### src/hdl/csa_pkg.sv
// Shared constants, register map and types of the comparator status and slope converter control.
package csa_pkg;

  localparam int          CSA_DATA_W        = 32;
  localparam int          CSA_ADDR_W        = 8;
  localparam int          CSA_REG_W         = 8;

  // Register indices; the byte address on the bus is four times the index.
  localparam logic [5:0]  CSA_CTRL_INDEX    = 6'h1d;
  localparam logic [5:0]  CSA_STATUS_INDEX  = 6'h1e;

  localparam logic [7:0]  CSA_REG_RESET     = 8'h00;
  localparam logic [31:0] CSA_READ_NONE     = 32'h0000_0000;

  // Analog status register bit positions.
  localparam int          CSA_ST_FLAG2      = 7;
  localparam int          CSA_ST_FLAG1      = 6;
  localparam int          CSA_ST_CLR2       = 5;
  localparam int          CSA_ST_CLR1       = 4;
  localparam int          CSA_ST_OFFSET     = 3;
  localparam int          CSA_ST_PIN_OE     = 2;
  localparam int          CSA_ST_STATE2     = 1;
  localparam int          CSA_ST_STATE1     = 0;

  // Analog control register bit positions.
  localparam int          CSA_CT_CHARGE     = 7;
  localparam int          CSA_CT_MODE_HI    = 6;
  localparam int          CSA_CT_MODE_LO    = 5;
  localparam int          CSA_CT_ROUTE      = 4;
  localparam int          CSA_CT_IRQ_EN     = 3;
  localparam int          CSA_CT_CP2EN      = 2;
  localparam int          CSA_CT_CP1EN      = 1;
  localparam int          CSA_CT_SRC_EN     = 0;

  // Nominal offset added to the bottom of the sample capacitor.
  localparam int          CSA_OFFSET_MV     = 100;
  // Software discharge guidance for the external ramp capacitor.
  localparam int          CSA_DISCHARGE_MS_PER_UF = 10;
  localparam int          CSA_DISCHARGE_FRACTION  = 10;

  typedef enum logic [1:0] {
    CSA_MODE_MANUAL   = 2'h0,
    CSA_MODE_AUTO_DIS = 2'h1,
    CSA_MODE_TIMER_CAP   = 2'h2,
    CSA_MODE_COMPARE_CAP = 2'h3
  } csa_mode_t;

  // Sticky flag update where a new event wins over a clear in the same cycle.
  function automatic logic csa_flag_next(input logic flag, input logic set, input logic clr);
    csa_flag_next = set | (flag & ~clr);
  endfunction : csa_flag_next

endpackage : csa_pkg

### src/hdl/csa_cmp_if.sv
// Carrier for one synchronised comparator level and its rising edge pulse.
`timescale 1ns/1ps
interface csa_cmp_if;
  logic level;
  logic rise;
  modport src (output level, output rise);
  modport dst (input  level, input  rise);
endinterface : csa_cmp_if

### src/hdl/csa_cmp_sync.sv
// Synchroniser and rising edge detector for one asynchronous comparator output.
`timescale 1ns/1ps
module csa_cmp_sync #(
  parameter int SYNC_STAGES = 2
) (
  input  wire logic  clk,
  input  wire logic  srst,
  input  wire logic  raw,
  csa_cmp_if.src     cmp
);

  logic [SYNC_STAGES-1:0] stage;
  logic                   last;

  initial begin
    if (SYNC_STAGES < 2) begin
      $error("csa_cmp_sync needs at least two stages");
    end
  end

  // The first stage feeds only the next stage.
  always_ff @(posedge clk) begin
    if (srst) begin
      stage <= '0;
    end else begin
      stage <= {stage[SYNC_STAGES-2:0], raw};
    end
  end

  always_ff @(posedge clk) begin
    if (srst) begin
      last <= 1'b0;
    end else begin
      last <= stage[SYNC_STAGES-1];
    end
  end

  assign cmp.level = stage[SYNC_STAGES-1];
  assign cmp.rise  = stage[SYNC_STAGES-1] & ~last;

  a_rise_single: assert property (@(posedge clk) disable iff (srst) cmp.rise |=> !cmp.rise)
    else $error("edge pulse lasted more than one cycle");

endmodule : csa_cmp_sync

### src/hdl/csa_status_ctrl.sv
// Comparator status register, conversion control and Avalon-MM slave of the analog subsystem.
//
// The Avalon-MM register port was left to the implementer.
`timescale 1ns/1ps
module csa_status_ctrl
  import csa_pkg::*;
#(
  parameter int SYNC_STAGES = 2
) (
  input  wire logic                        clk,
  input  wire logic                        srst,
  input  wire logic [csa_pkg::CSA_ADDR_W-1:0] avs_address,
  input  wire logic [3:0]                  avs_byteenable,
  input  wire logic                        avs_read,
  input  wire logic                        avs_write,
  input  wire logic [csa_pkg::CSA_DATA_W-1:0] avs_writedata,
  output logic      [csa_pkg::CSA_DATA_W-1:0] avs_readdata,
  output logic                             avs_waitrequest,
  input  wire logic                        comparator_one_raw,
  input  wire logic                        comparator_two_raw,
  input  wire logic                        extended_option_bit,
  input  wire logic                        sample_connect_hold,
  input  wire logic                        sample_connect_differential,
  input  wire logic                        port_pin_direction,
  input  wire logic                        port_pin_data,
  input  wire logic                        output_level_bit,
  input  wire logic                        timer_overflow_flag,
  input  wire logic                        output_compare_flag,
  input  wire logic                        input_capture_flag,
  input  wire logic                        capture_pin,
  output logic                             comparator_one_power,
  output logic                             comparator_two_power,
  output logic                             current_source_power,
  output logic                             charge_source_on,
  output logic                             discharge_on,
  output logic                             sample_offset_on,
  output logic                             sample_bottom_grounded,
  output logic                             comparator_output_pin_out,
  output logic                             comparator_output_pin_oe,
  output logic                             timer_capture_in,
  output logic                             analog_irq
);

  import csa_pkg::*;

  //////////////////////////////////////////////////////////////////////////////////////////////
  // Declarations.

  localparam logic [CSA_ADDR_W-1:0] CTRL_ADDR   = {CSA_CTRL_INDEX, 2'b00};
  localparam logic [CSA_ADDR_W-1:0] STATUS_ADDR = {CSA_STATUS_INDEX, 2'b00};

  csa_cmp_if cmp_one ();
  csa_cmp_if cmp_two ();

  logic                 ack;
  logic                 access;
  logic                 wr_ctrl;
  logic                 wr_status;
  logic [CSA_REG_W-1:0] wbyte;

  logic                 comparator_one_flag;
  logic                 comparator_two_flag;
  logic                 sample_offset_enable;
  logic                 comparator_one_pin_output_enable;
  logic                 comparator_one_state;
  logic                 comparator_two_state;
  logic                 comparator_one_flag_clear;
  logic                 comparator_two_flag_clear;
  logic                 set_one;
  logic                 set_two;

  logic                 charge_control;
  csa_mode_t            conversion_mode;
  logic                 capture_routing_enable;
  logic                 analog_interrupt_enable;
  logic                 cp2_enable;
  logic                 cp1_enable;
  logic                 current_source_enable;
  logic                 hw_charge_set;
  logic                 hw_charge_clear;

  logic [CSA_REG_W-1:0] status_value;
  logic [CSA_REG_W-1:0] ctrl_value;
  logic [CSA_DATA_W-1:0] next_readdata;

  initial begin
    if (SYNC_STAGES < 2) begin
      $error("csa_status_ctrl needs at least two synchroniser stages");
    end
  end

  //////////////////////////////////////////////////////////////////////////////////////////////
  // Comparator synchronisers.

  csa_cmp_sync #(.SYNC_STAGES(SYNC_STAGES)) u_sync_one (
    .clk  (clk),
    .srst (srst),
    .raw  (comparator_one_raw),
    .cmp  (cmp_one.src)
  );

  csa_cmp_sync #(.SYNC_STAGES(SYNC_STAGES)) u_sync_two (
    .clk  (clk),
    .srst (srst),
    .raw  (comparator_two_raw),
    .cmp  (cmp_two.src)
  );

  //////////////////////////////////////////////////////////////////////////////////////////////
  // Avalon-MM slave: one wait state per access, writes act on the releasing edge.

  assign access          = avs_read | avs_write;
  assign avs_waitrequest = access & ~ack;
  assign wbyte           = avs_writedata[CSA_REG_W-1:0];
  assign wr_ctrl         = avs_write & ack & avs_byteenable[0] & (avs_address == CTRL_ADDR);
  assign wr_status       = avs_write & ack & avs_byteenable[0] & (avs_address == STATUS_ADDR);

  always_ff @(posedge clk) begin
    if (srst) begin
      ack <= 1'b0;
    end else begin
      ack <= access & ~ack;
    end
  end

  always_comb begin
    next_readdata = CSA_READ_NONE;
    if (avs_address == CTRL_ADDR) begin
      next_readdata[CSA_REG_W-1:0] = ctrl_value;
    end else if (avs_address == STATUS_ADDR) begin
      next_readdata[CSA_REG_W-1:0] = status_value;
    end
  end

  always_ff @(posedge clk) begin
    if (srst) begin
      avs_readdata <= CSA_READ_NONE;
    end else if (avs_read & ~ack) begin
      avs_readdata <= next_readdata;
    end
  end

  //////////////////////////////////////////////////////////////////////////////////////////////
  // Analog status register.

  assign comparator_one_state      = cmp_one.level & cp1_enable;
  assign comparator_two_state      = cmp_two.level & cp2_enable;
  assign set_one                   = cmp_one.rise & cp1_enable;
  assign set_two                   = cmp_two.rise & cp2_enable;
  assign comparator_one_flag_clear = wr_status & wbyte[CSA_ST_CLR1];
  assign comparator_two_flag_clear = wr_status & wbyte[CSA_ST_CLR2];

  always_ff @(posedge clk) begin
    if (srst) begin
      comparator_two_flag <= 1'b0;
    end else begin
      comparator_two_flag <= csa_flag_next(comparator_two_flag, set_two, comparator_two_flag_clear);
    end
  end

  always_ff @(posedge clk) begin
    if (srst) begin
      comparator_one_flag <= 1'b0;
    end else begin
      comparator_one_flag <= csa_flag_next(comparator_one_flag, set_one, comparator_one_flag_clear);
    end
  end

  always_ff @(posedge clk) begin
    if (srst) begin
      sample_offset_enable             <= 1'b0;
      comparator_one_pin_output_enable <= 1'b0;
    end else if (wr_status) begin
      sample_offset_enable             <= wbyte[CSA_ST_OFFSET];
      comparator_one_pin_output_enable <= wbyte[CSA_ST_PIN_OE];
    end
  end

  always_comb begin
    status_value                = CSA_REG_RESET;
    status_value[CSA_ST_FLAG2]  = comparator_two_flag;
    status_value[CSA_ST_FLAG1]  = comparator_one_flag;
    status_value[CSA_ST_CLR2]   = 1'b0;
    status_value[CSA_ST_CLR1]   = 1'b0;
    status_value[CSA_ST_OFFSET] = sample_offset_enable & extended_option_bit;
    status_value[CSA_ST_PIN_OE] = comparator_one_pin_output_enable & extended_option_bit;
    status_value[CSA_ST_STATE2] = comparator_two_state;
    status_value[CSA_ST_STATE1] = comparator_one_state;
  end

  //////////////////////////////////////////////////////////////////////////////////////////////
  // Analog control register and conversion modes.

  assign hw_charge_set   = current_source_enable &
                           (((conversion_mode == CSA_MODE_TIMER_CAP) & timer_overflow_flag) |
                            ((conversion_mode == CSA_MODE_COMPARE_CAP) & output_compare_flag));
  assign hw_charge_clear = current_source_enable & (conversion_mode != CSA_MODE_MANUAL) &
                           input_capture_flag;

  always_ff @(posedge clk) begin
    if (srst) begin
      charge_control <= 1'b0;
    end else if (hw_charge_set) begin
      charge_control <= 1'b1;
    end else if (hw_charge_clear) begin
      charge_control <= 1'b0;
    end else if (wr_ctrl) begin
      charge_control <= wbyte[CSA_CT_CHARGE];
    end
  end

  always_ff @(posedge clk) begin
    if (srst) begin
      conversion_mode         <= CSA_MODE_MANUAL;
      capture_routing_enable  <= 1'b0;
      analog_interrupt_enable <= 1'b0;
      cp2_enable              <= 1'b0;
      cp1_enable              <= 1'b0;
      current_source_enable   <= 1'b0;
    end else if (wr_ctrl) begin
      conversion_mode         <= csa_mode_t'({wbyte[CSA_CT_MODE_HI], wbyte[CSA_CT_MODE_LO]});
      capture_routing_enable  <= wbyte[CSA_CT_ROUTE] | wbyte[CSA_CT_MODE_HI];
      analog_interrupt_enable <= wbyte[CSA_CT_IRQ_EN];
      cp2_enable              <= wbyte[CSA_CT_CP2EN];
      cp1_enable              <= wbyte[CSA_CT_CP1EN];
      current_source_enable   <= wbyte[CSA_CT_SRC_EN];
    end
  end

  always_comb begin
    ctrl_value                 = CSA_REG_RESET;
    ctrl_value[CSA_CT_CHARGE]  = charge_control;
    ctrl_value[CSA_CT_MODE_HI] = conversion_mode[1];
    ctrl_value[CSA_CT_MODE_LO] = conversion_mode[0];
    ctrl_value[CSA_CT_ROUTE]   = capture_routing_enable;
    ctrl_value[CSA_CT_IRQ_EN]  = analog_interrupt_enable;
    ctrl_value[CSA_CT_CP2EN]   = cp2_enable;
    ctrl_value[CSA_CT_CP1EN]   = cp1_enable;
    ctrl_value[CSA_CT_SRC_EN]  = current_source_enable;
  end

  //////////////////////////////////////////////////////////////////////////////////////////////
  // Analog and pin controls.

  assign comparator_one_power      = cp1_enable;
  assign comparator_two_power      = cp2_enable;
  assign current_source_power      = current_source_enable;
  assign charge_source_on          = current_source_enable & charge_control;
  assign discharge_on              = current_source_enable & ~charge_control;
  assign sample_bottom_grounded    = sample_connect_hold | sample_connect_differential;
  assign sample_offset_on          = sample_offset_enable & extended_option_bit & ~sample_bottom_grounded;
  assign comparator_output_pin_oe  = port_pin_direction;
  assign comparator_output_pin_out = port_pin_direction &
                                     (port_pin_data | output_level_bit |
                                      (comparator_one_state & comparator_one_pin_output_enable &
                                       extended_option_bit));
  assign timer_capture_in          = capture_routing_enable ? comparator_two_flag : capture_pin;
  assign analog_irq                = analog_interrupt_enable & (comparator_one_flag | comparator_two_flag);

  //////////////////////////////////////////////////////////////////////////////////////////////
  // Assertions.

  a_flag_two_set: assert property (@(posedge clk) disable iff (srst)
    set_two |=> comparator_two_flag)
    else $error("flag two missed a rising edge");

  a_flag_two_clear: assert property (@(posedge clk) disable iff (srst)
    (comparator_two_flag_clear && !set_two) |=> !comparator_two_flag)
    else $error("flag two not cleared by write of one");

  a_flag_one_set: assert property (@(posedge clk) disable iff (srst)
    set_one |=> comparator_one_flag)
    else $error("flag one missed a rising edge");

  a_flag_one_clear: assert property (@(posedge clk) disable iff (srst)
    (comparator_one_flag_clear && !set_one) |=> !comparator_one_flag)
    else $error("flag one not cleared by write of one");

  a_clear_bits_zero: assert property (@(posedge clk) disable iff (srst)
    (avs_read && !avs_waitrequest && avs_address == STATUS_ADDR) |->
      avs_readdata[CSA_ST_CLR2:CSA_ST_CLR1] == 2'h0)
    else $error("flag clear bits read back nonzero");

  a_flag_zero_write: assert property (@(posedge clk) disable iff (srst)
    (wr_status && !wbyte[CSA_ST_CLR1] && comparator_one_flag) |=> comparator_one_flag)
    else $error("writing zero disturbed flag one");

  a_reset_status: assert property (@(posedge clk)
    srst |=> (status_value == CSA_REG_RESET))
    else $error("status register not clear after reset");

  a_offset_option: assert property (@(posedge clk) disable iff (srst)
    !extended_option_bit |-> (!sample_offset_on && (!comparator_output_pin_out ||
      port_pin_data || output_level_bit)))
    else $error("option-gated control acted while option clear");

  a_offset_ground: assert property (@(posedge clk) disable iff (srst)
    (sample_connect_hold || sample_connect_differential) |-> (sample_bottom_grounded && !sample_offset_on))
    else $error("sample bottom not grounded while connected");

  a_pin_or: assert property (@(posedge clk) disable iff (srst)
    (port_pin_direction && extended_option_bit && comparator_one_pin_output_enable && comparator_one_state)
      |-> comparator_output_pin_out)
    else $error("comparator one not seen on output pin");

  a_source_off: assert property (@(posedge clk) disable iff (srst)
    $fell(current_source_enable) |-> (!charge_source_on && !discharge_on))
    else $error("charge or discharge active with source disabled");

  a_mode_capture: assert property (@(posedge clk) disable iff (srst)
    (wr_ctrl && wbyte[CSA_CT_MODE_HI]) |=> (capture_routing_enable && timer_capture_in == comparator_two_flag))
    else $error("mode two or three did not route capture");

  a_auto_discharge: assert property (@(posedge clk) disable iff (srst)
    (hw_charge_clear && !hw_charge_set) |=> (!charge_control && (discharge_on || !current_source_enable)))
    else $error("capture event did not end charging");

  a_irq_follows: assert property (@(posedge clk) disable iff (srst)
    (analog_interrupt_enable && set_one && !wr_ctrl) |=> analog_irq)
    else $error("interrupt missing for set flag");

  a_bus_answer: assert property (@(posedge clk) disable iff (srst)
    (access && avs_waitrequest) |=> (!avs_waitrequest || !access))
    else $error("bus access not answered after one wait state");

endmodule : csa_status_ctrl

### config.mk
export PLATFORM = sky130hd
export DESIGN_NAME = csa_status_ctrl
export DESIGN_NICKNAME = d
export VERILOG_FILES = /design/src/hdl/csa_pkg.sv /design/src/hdl/csa_cmp_if.sv /design/src/hdl/csa_cmp_sync.sv /design/src/hdl/csa_status_ctrl.sv
export SDC_FILE = /design/constraint.sdc
export NUM_CORES = 1
export LEC_CHECK = 0
export ABC_AREA = 1
export BUFFER_PORTS_ARGS = -buffer_cell sky130_fd_sc_hd__clkbuf_2
export CORE_MARGIN = 3
export CORE_UTILIZATION = 43
export DETAILED_ROUTE_END_ITERATION = 16
export GPL_TIMING_DRIVEN = 0
export PLACE_DENSITY_LB_ADDON = 0.05
export SKIP_LAST_GASP = 1
export SLEW_MARGIN = 10
export SYNTH_ARGS = -nofsm -noshare
export SYNTH_HDL_FRONTEND = slang
export SYNTH_SLANG_ARGS = --single-unit
### constraint.sdc
create_clock -name clk -period 3.7 [get_ports clk]
set_clock_uncertainty 0.05 [all_clocks]
set_input_delay 0.74 -clock clk [delete_from_list [all_inputs] [get_ports clk]]
set_output_delay 0.74 -clock clk [all_outputs]
set_load 0.01 [all_outputs]
==> results of run 1 <==
==> cells in the final DEF (no fill, tap or decap), types with 4 or more instances in the layout <==
cell type and n:
clkbuf_2 51, inv_1 34, nand3_1 4, nor2_1 37
nand2_1 31, o21ai_0 20, dfxtp_1 27, buf_4 26
a21oi_1 14, conb_1 24
==> area by class of cell <==
| class | instances | area [um^2] |
|---|---|---|
| Inverter | 34 | 128 |
| Fill cell | 351 | 1260 |
| Timing Repair Buffer | 51 | 255 |
| Buffer | 29 | 214 |
| Multi-Input combinational cell | 140 | 603 |
| Sequential cell | 27 | 541 |
| Clock buffer | 4 | 26.3 |
| Tap cell | 44 | 55.1 |
==> routing by layer <==
metal  global-route usage  vias to the layer above  wire [um]
met3               0.0558                        2        253
met5                    0                        -          0
met2                0.273                       45       1360
met1                0.175                      557       1300
met4               0.0275                        0         12
li1                     -                      739          -
==> sequential cells by signal, indices dropped and copies added, names as in the netlist, 2 cells and up <==
name              count
avs_readdata          8
conversion_mode       2
u_sync_one.stage      2
u_sync_two.stage      2
==> logic make-up (layout without fill, tap and decap cells) <==
| kind of cell | Yosys count | count (layout) | share of synthesized area |
|---|---|---|---|
| buf+inv | 63 | 118 | 0.244 |
| simple gates | 80 | 80 | 0.233 |
| flops | 27 | 27 | 0.386 |
| compound gates | 36 | 36 | 0.133 |
| other cells | 1 | 24 | 0.00268 |
==> worst max-delay path, cell delays in order <==
cell and delay [ns]:
clkbuf_2 0.07, or2_2 0.29, nor2_1 0.08, clkbuf_2 0.13
==> power groups by stage <==
stage	Sequential, mW	Combinational [mW]	Clock (mW)
floorplan	0.313	0.0610	0
global placement	0.311	0.0950	0
detailed placement	0.311	0.0959	0
CTS	0.304	0.0963	0.129
global route	0.305	0.110	0.136
finish	0.304	0.0960	0.126
==> final timing paths <==
check | startpoint | end | slack [ns]
setup / recovery | sample_connect_differential | sample_offset_on | 1.59
hold / removal | u_sync_two.stage[0]$_SDFF_PP0_ | u_sync_two.stage[1]$_SDFF_PP0_ | 0.36
setup reg to reg | ack$_SDFF_PP0_ | avs_readdata[3]$_SDFFE_PP0P_ | 2.31
hold reg to reg | u_sync_two.stage[0]$_SDFF_PP0_ | u_sync_two.stage[1]$_SDFF_PP0_ | 0.36
==> reports/metrics.csv, run 1 <==
stage,metric,value,unit
power_and_ir_drop,P_int,389,uW
critical_path,R2R cell count,5,
sta,Setup-failing EPs final,0,
layout,fin area,0.00182,mm^2
sta,crit path time final,2.11,ns
power_and_ir_drop,Flop pwr share,0.579,
clock_tree,Post-CTS Setup Bufs,0,
layout,area added between synthesis and finish,30.2,%
run_status,status,"complete, no violations",
worst_hold_path,hold path depth,2,
critical_path,"Max FO, Critical Path",2,
synth,ys flop type,dfxtp_1,
power_and_ir_drop,static leakage,0.990,nW
worst_hold_path,Hold Crit Class,flip-flop to flip-flop,
power_and_ir_drop,Psw,136,uW
layout,fin util,0.592,
power_and_ir_drop,Peak supply drop,0.000340,V
power_and_ir_drop,sw frac,0.259,
sta,"Worst Setup Slack, final",1.59,ns
clock_tree,root buffer cell,clkbuf_4,
synth,register area share after synthesis,0.386,
route,Via-to-Cell Ratio,4.08,
global_routing,first-pass GRT wire length,4990,um
sta,Fin. Hold Viols,0,
synth,Area contributors post-synth,"dfxtp_1, buf_4, nor2_1",
clock_tree,Max clock buf depth,2,
synth,Synth top area share,0.386,
floorplan,DIE WIDTH,63.0,um
sta,RSZ-0062 raised after global routing,no,
route,drc violations,0,
floorplan,row count,20,
power_and_ir_drop,PD cells,289,mW/mm^2
job,number of max-cap violations,0,
global_routing,vias in the first global route,1185,
global_routing,GRT Total Usage,0.153,
synth,yosys warns,0,
clock_tree,Worst-Skew Late Latency,0.32,ns
global_routing,initial antenna violation count,0,
route,ANT nets after route,0,
place,GP Congestion,0.770,
route,via count,1343,
floorplan,Die ar.,0.00397,mm^2
synth,Netlist cell types,18,
power_and_ir_drop,Logic pwr share,0.183,
layout,share of cells above drive strength 1,0.302,
floorplan,Initial Util,0.454,
place,"worst slack, placed",1.58,ns
clock_tree,Worst-path clk slew,0.13,ns
route,final WL,2920,um
clock_tree,CTS H-Tree Depth,1,
sta,Achievable Freq,0.473,GHz
sta,period utilisation layout,0.571,
clock_tree,CTS buffer count,3,
critical_path,CP required,2.91,ns
sta,hold_ws,0.363,ns
layout,nets@finish,346,
route,drt first pass iters,4,
place,DPL Wire Length,2440,um
synth,most frequent cell after synthesis,nor2_1,
clock_tree,CTS tree,built,
sta,Pins Over Slew Limit,0,
floorplan,Top Ports,104,
place,placed cell area,0.00180,mm^2
power_and_ir_drop,Design Power,526,uW
layout,antenna fix cells,0,
critical_path,critical path arrival,1.32,ns
floorplan,core box area,0.00308,mm^2
synth,Synth top cells by count,"nor2_1, inv_1, nand2_1",
synth,Avg Synthesized Cell Area,6.76,um^2
place,Port Buffer Count,51,
clock_tree,CTS Hold Bufs,0,
clock_tree,clock sinks,27,
clock_tree,CTS resizes,0,
synth,ys async rst share,0,
floorplan,height of the die,63.0,um
global_routing,largest net degree at the start of global routing,15,
critical_path,worst setup path category,input port to output port,
critical_path,crit start category,input port,
layout,Finished Layout Cells,329,
synth,synthesized area,0.00140,mm^2
route,DR iter-0 viols,41,
synth,Synth Instances,207,
synth,post-synthesis sequential element count,27,
synth,Post-synth EDFFs,0,
route,Avg WL per Cell,8.88,um
critical_path,endpoint type of the worst setup path,output port,
synth,biggest area consumer among synthesized cells,dfxtp_1,
sta,setup tns final,0,ns
place,Inst Count DP,325,
global_routing,Congestion Overflow GR,0,
power_and_ir_drop,clock network fraction of total power,0.239,
No activity file was read; power rests on OpenSTA's default activity.
==> inputs of run 2 (changes only) <==
CORE_UTILIZATION = 40   (was 43)
clock period = 2.2 ns   (was 3.7 ns; I/O delays follow)
==> reports/metrics.csv, run 2 (synthesis results as in run 1) <==
stage,metric,value,unit
run_status,status,"complete, no violations",
sta,Fin. Hold Viols,0,
clock_tree,CTS Hold Bufs,0,
route,Avg WL per Cell,8.93,um
route,DR iter-0 viols,36,
global_routing,largest net degree at the start of global routing,15,
layout,register area,541,um^2
critical_path,critical path arrival,1.20,ns
place,GP Congestion,0.774,
sta,Pins Over Slew Limit,0,
route,ANT nets after route,0,
clock_tree,CTS H-Tree Depth,1,
layout,area added between synthesis and finish,30.2,%
clock_tree,root buffer cell,clkbuf_4,
global_routing,GRT Total Usage,0.144,
critical_path,crit-path cells,"nand2_1, nor2_1, o31a_1, clkbuf_2",
global_routing,Congestion Overflow GR,0,
place,Port Buffer Count,51,
sta,crit path time final,1.69,ns
layout,multi-input combinational cell area,603,um^2
critical_path,endpoint type of the worst setup path,output port,
critical_path,worst reg-to-reg setup slack,0.81,ns
floorplan,core box area,0.00320,mm^2
power_and_ir_drop,Peak supply drop,0.000502,V
critical_path,slowest CP cell,dfxtp_1,
sta,Achievable Freq,0.592,GHz
sta,Setup-failing EPs final,0,
critical_path,CP required,1.71,ns
clock_tree,Worst-path clk slew,0.13,ns
layout,max reg flops,8,
worst_hold_path,Hold Crit Class,input port to flip-flop,
clock_tree,Max clock buf depth,2,
layout,"commonest non-fill, non-tap cell in the layout",clkbuf_2,
sta,setup tns final,0,ns
floorplan,height of the die,65.1,um
global_routing,vias in the first global route,1159,
global_routing,first-pass GRT wire length,4820,um
floorplan,Top Ports,104,
clock_tree,clock sinks,27,
route,drt first pass iters,4,
clock_tree,CTS tree,built,
critical_path,"Max FO, Critical Path",3,
power_and_ir_drop,static leakage,0.990,nW
layout,share of cells above drive strength 1,0.302,
clock_tree,CTS resizes,0,
place,"worst slack, placed",0.574,ns
power_and_ir_drop,PD cells,484,mW/mm^2
critical_path,crit start category,flip-flop,
layout,most frequent cells in the layout,"clkbuf_2, nor2_1, inv_1, nand2_1, dfxtp_1",
route,final WL,2940,um
route,Via-to-Cell Ratio,4.05,
global_routing,initial antenna violation count,0,
critical_path,worst setup path category,flip-flop to output port,
clock_tree,CTS buffer count,3,
job,number of max-cap violations,0,
floorplan,row count,20,
sta,period utilisation layout,0.768,
critical_path,CP max stage delay,0.35,ns
layout,fillers,362,
place,DPL Wire Length,2480,um
sta,RSZ-0062 raised after global routing,no,
layout,nets@finish,346,
route,drc violations,0,
layout,Biggest register,avs_readdata,
route,via count,1331,
floorplan,DIE WIDTH,65.1,um
layout,antenna fix cells,0,
clock_tree,Worst-Skew Late Latency,0.32,ns
floorplan,Initial Util,0.437,
sta,"Worst Setup Slack, final",0.510,ns
clock_tree,Post-CTS Setup Bufs,0,
floorplan,Die ar.,0.00424,mm^2
[run 2: power breakdown]
group / internal, mW / switching [mW]
Sequential: 0.505 / 0.00692
Clock: 0.0709 / 0.136
Combinational: 0.0791 / 0.0829
[run 2: critical path, delay by kind of cell, from the launching register on]
kind	cells	cell delay, ns
compound gates	1	0.23
buf+inv	1	0.12
flops	1	0.35
simple gates	2	0.19
[run 2: worst paths after layout]
kind         cells after the start                         startpoint                              to
max reg2reg                      5                     ack$_SDFF_PP0_    avs_readdata[3]$_SDFFE_PP0P_
min                              3                 comparator_two_raw  u_sync_two.stage[0]$_SDFF_PP0_
min reg2reg                      2     u_sync_two.stage[0]$_SDFF_PP0_  u_sync_two.stage[1]$_SDFF_PP0_
max                              4  comparator_one_power$_SDFFE_PP0P_       comparator_output_pin_out
[run 2: stage by stage]
stage	util	cells	area [um^2]	hold WS [ns]	total power [mW]
final	0.569	329	1820	0.244	0.881
after detailed placement	0.561	325	1800	0.348	0.684
after global routing	0.569	329	1820	0.228	0.933
after CTS	0.569	329	1820	0.230	0.893
after global placement	0.561	325	1800	0.344	0.683
after floorplan	-	230	1490	0.338	0.630
[run 2: layer usage]
layer  share of wire  GRT usage  wire, um
met1            0.45      0.173      1330
met2            0.46      0.253      1350
met3           0.085     0.0444       250
met4          0.0048     0.0311        14
met5               0          0         0
[run 2: cell type report]
class / instances / area share
Sequential cell: 27 / 0.297
Inverter: 34 / 0.0701
Tap cell: 44 / 0.0302
Timing Repair Buffer: 51 / 0.140
Multi-Input combinational cell: 140 / 0.331
Clock buffer: 4 / 0.0144
Buffer: 29 / 0.117
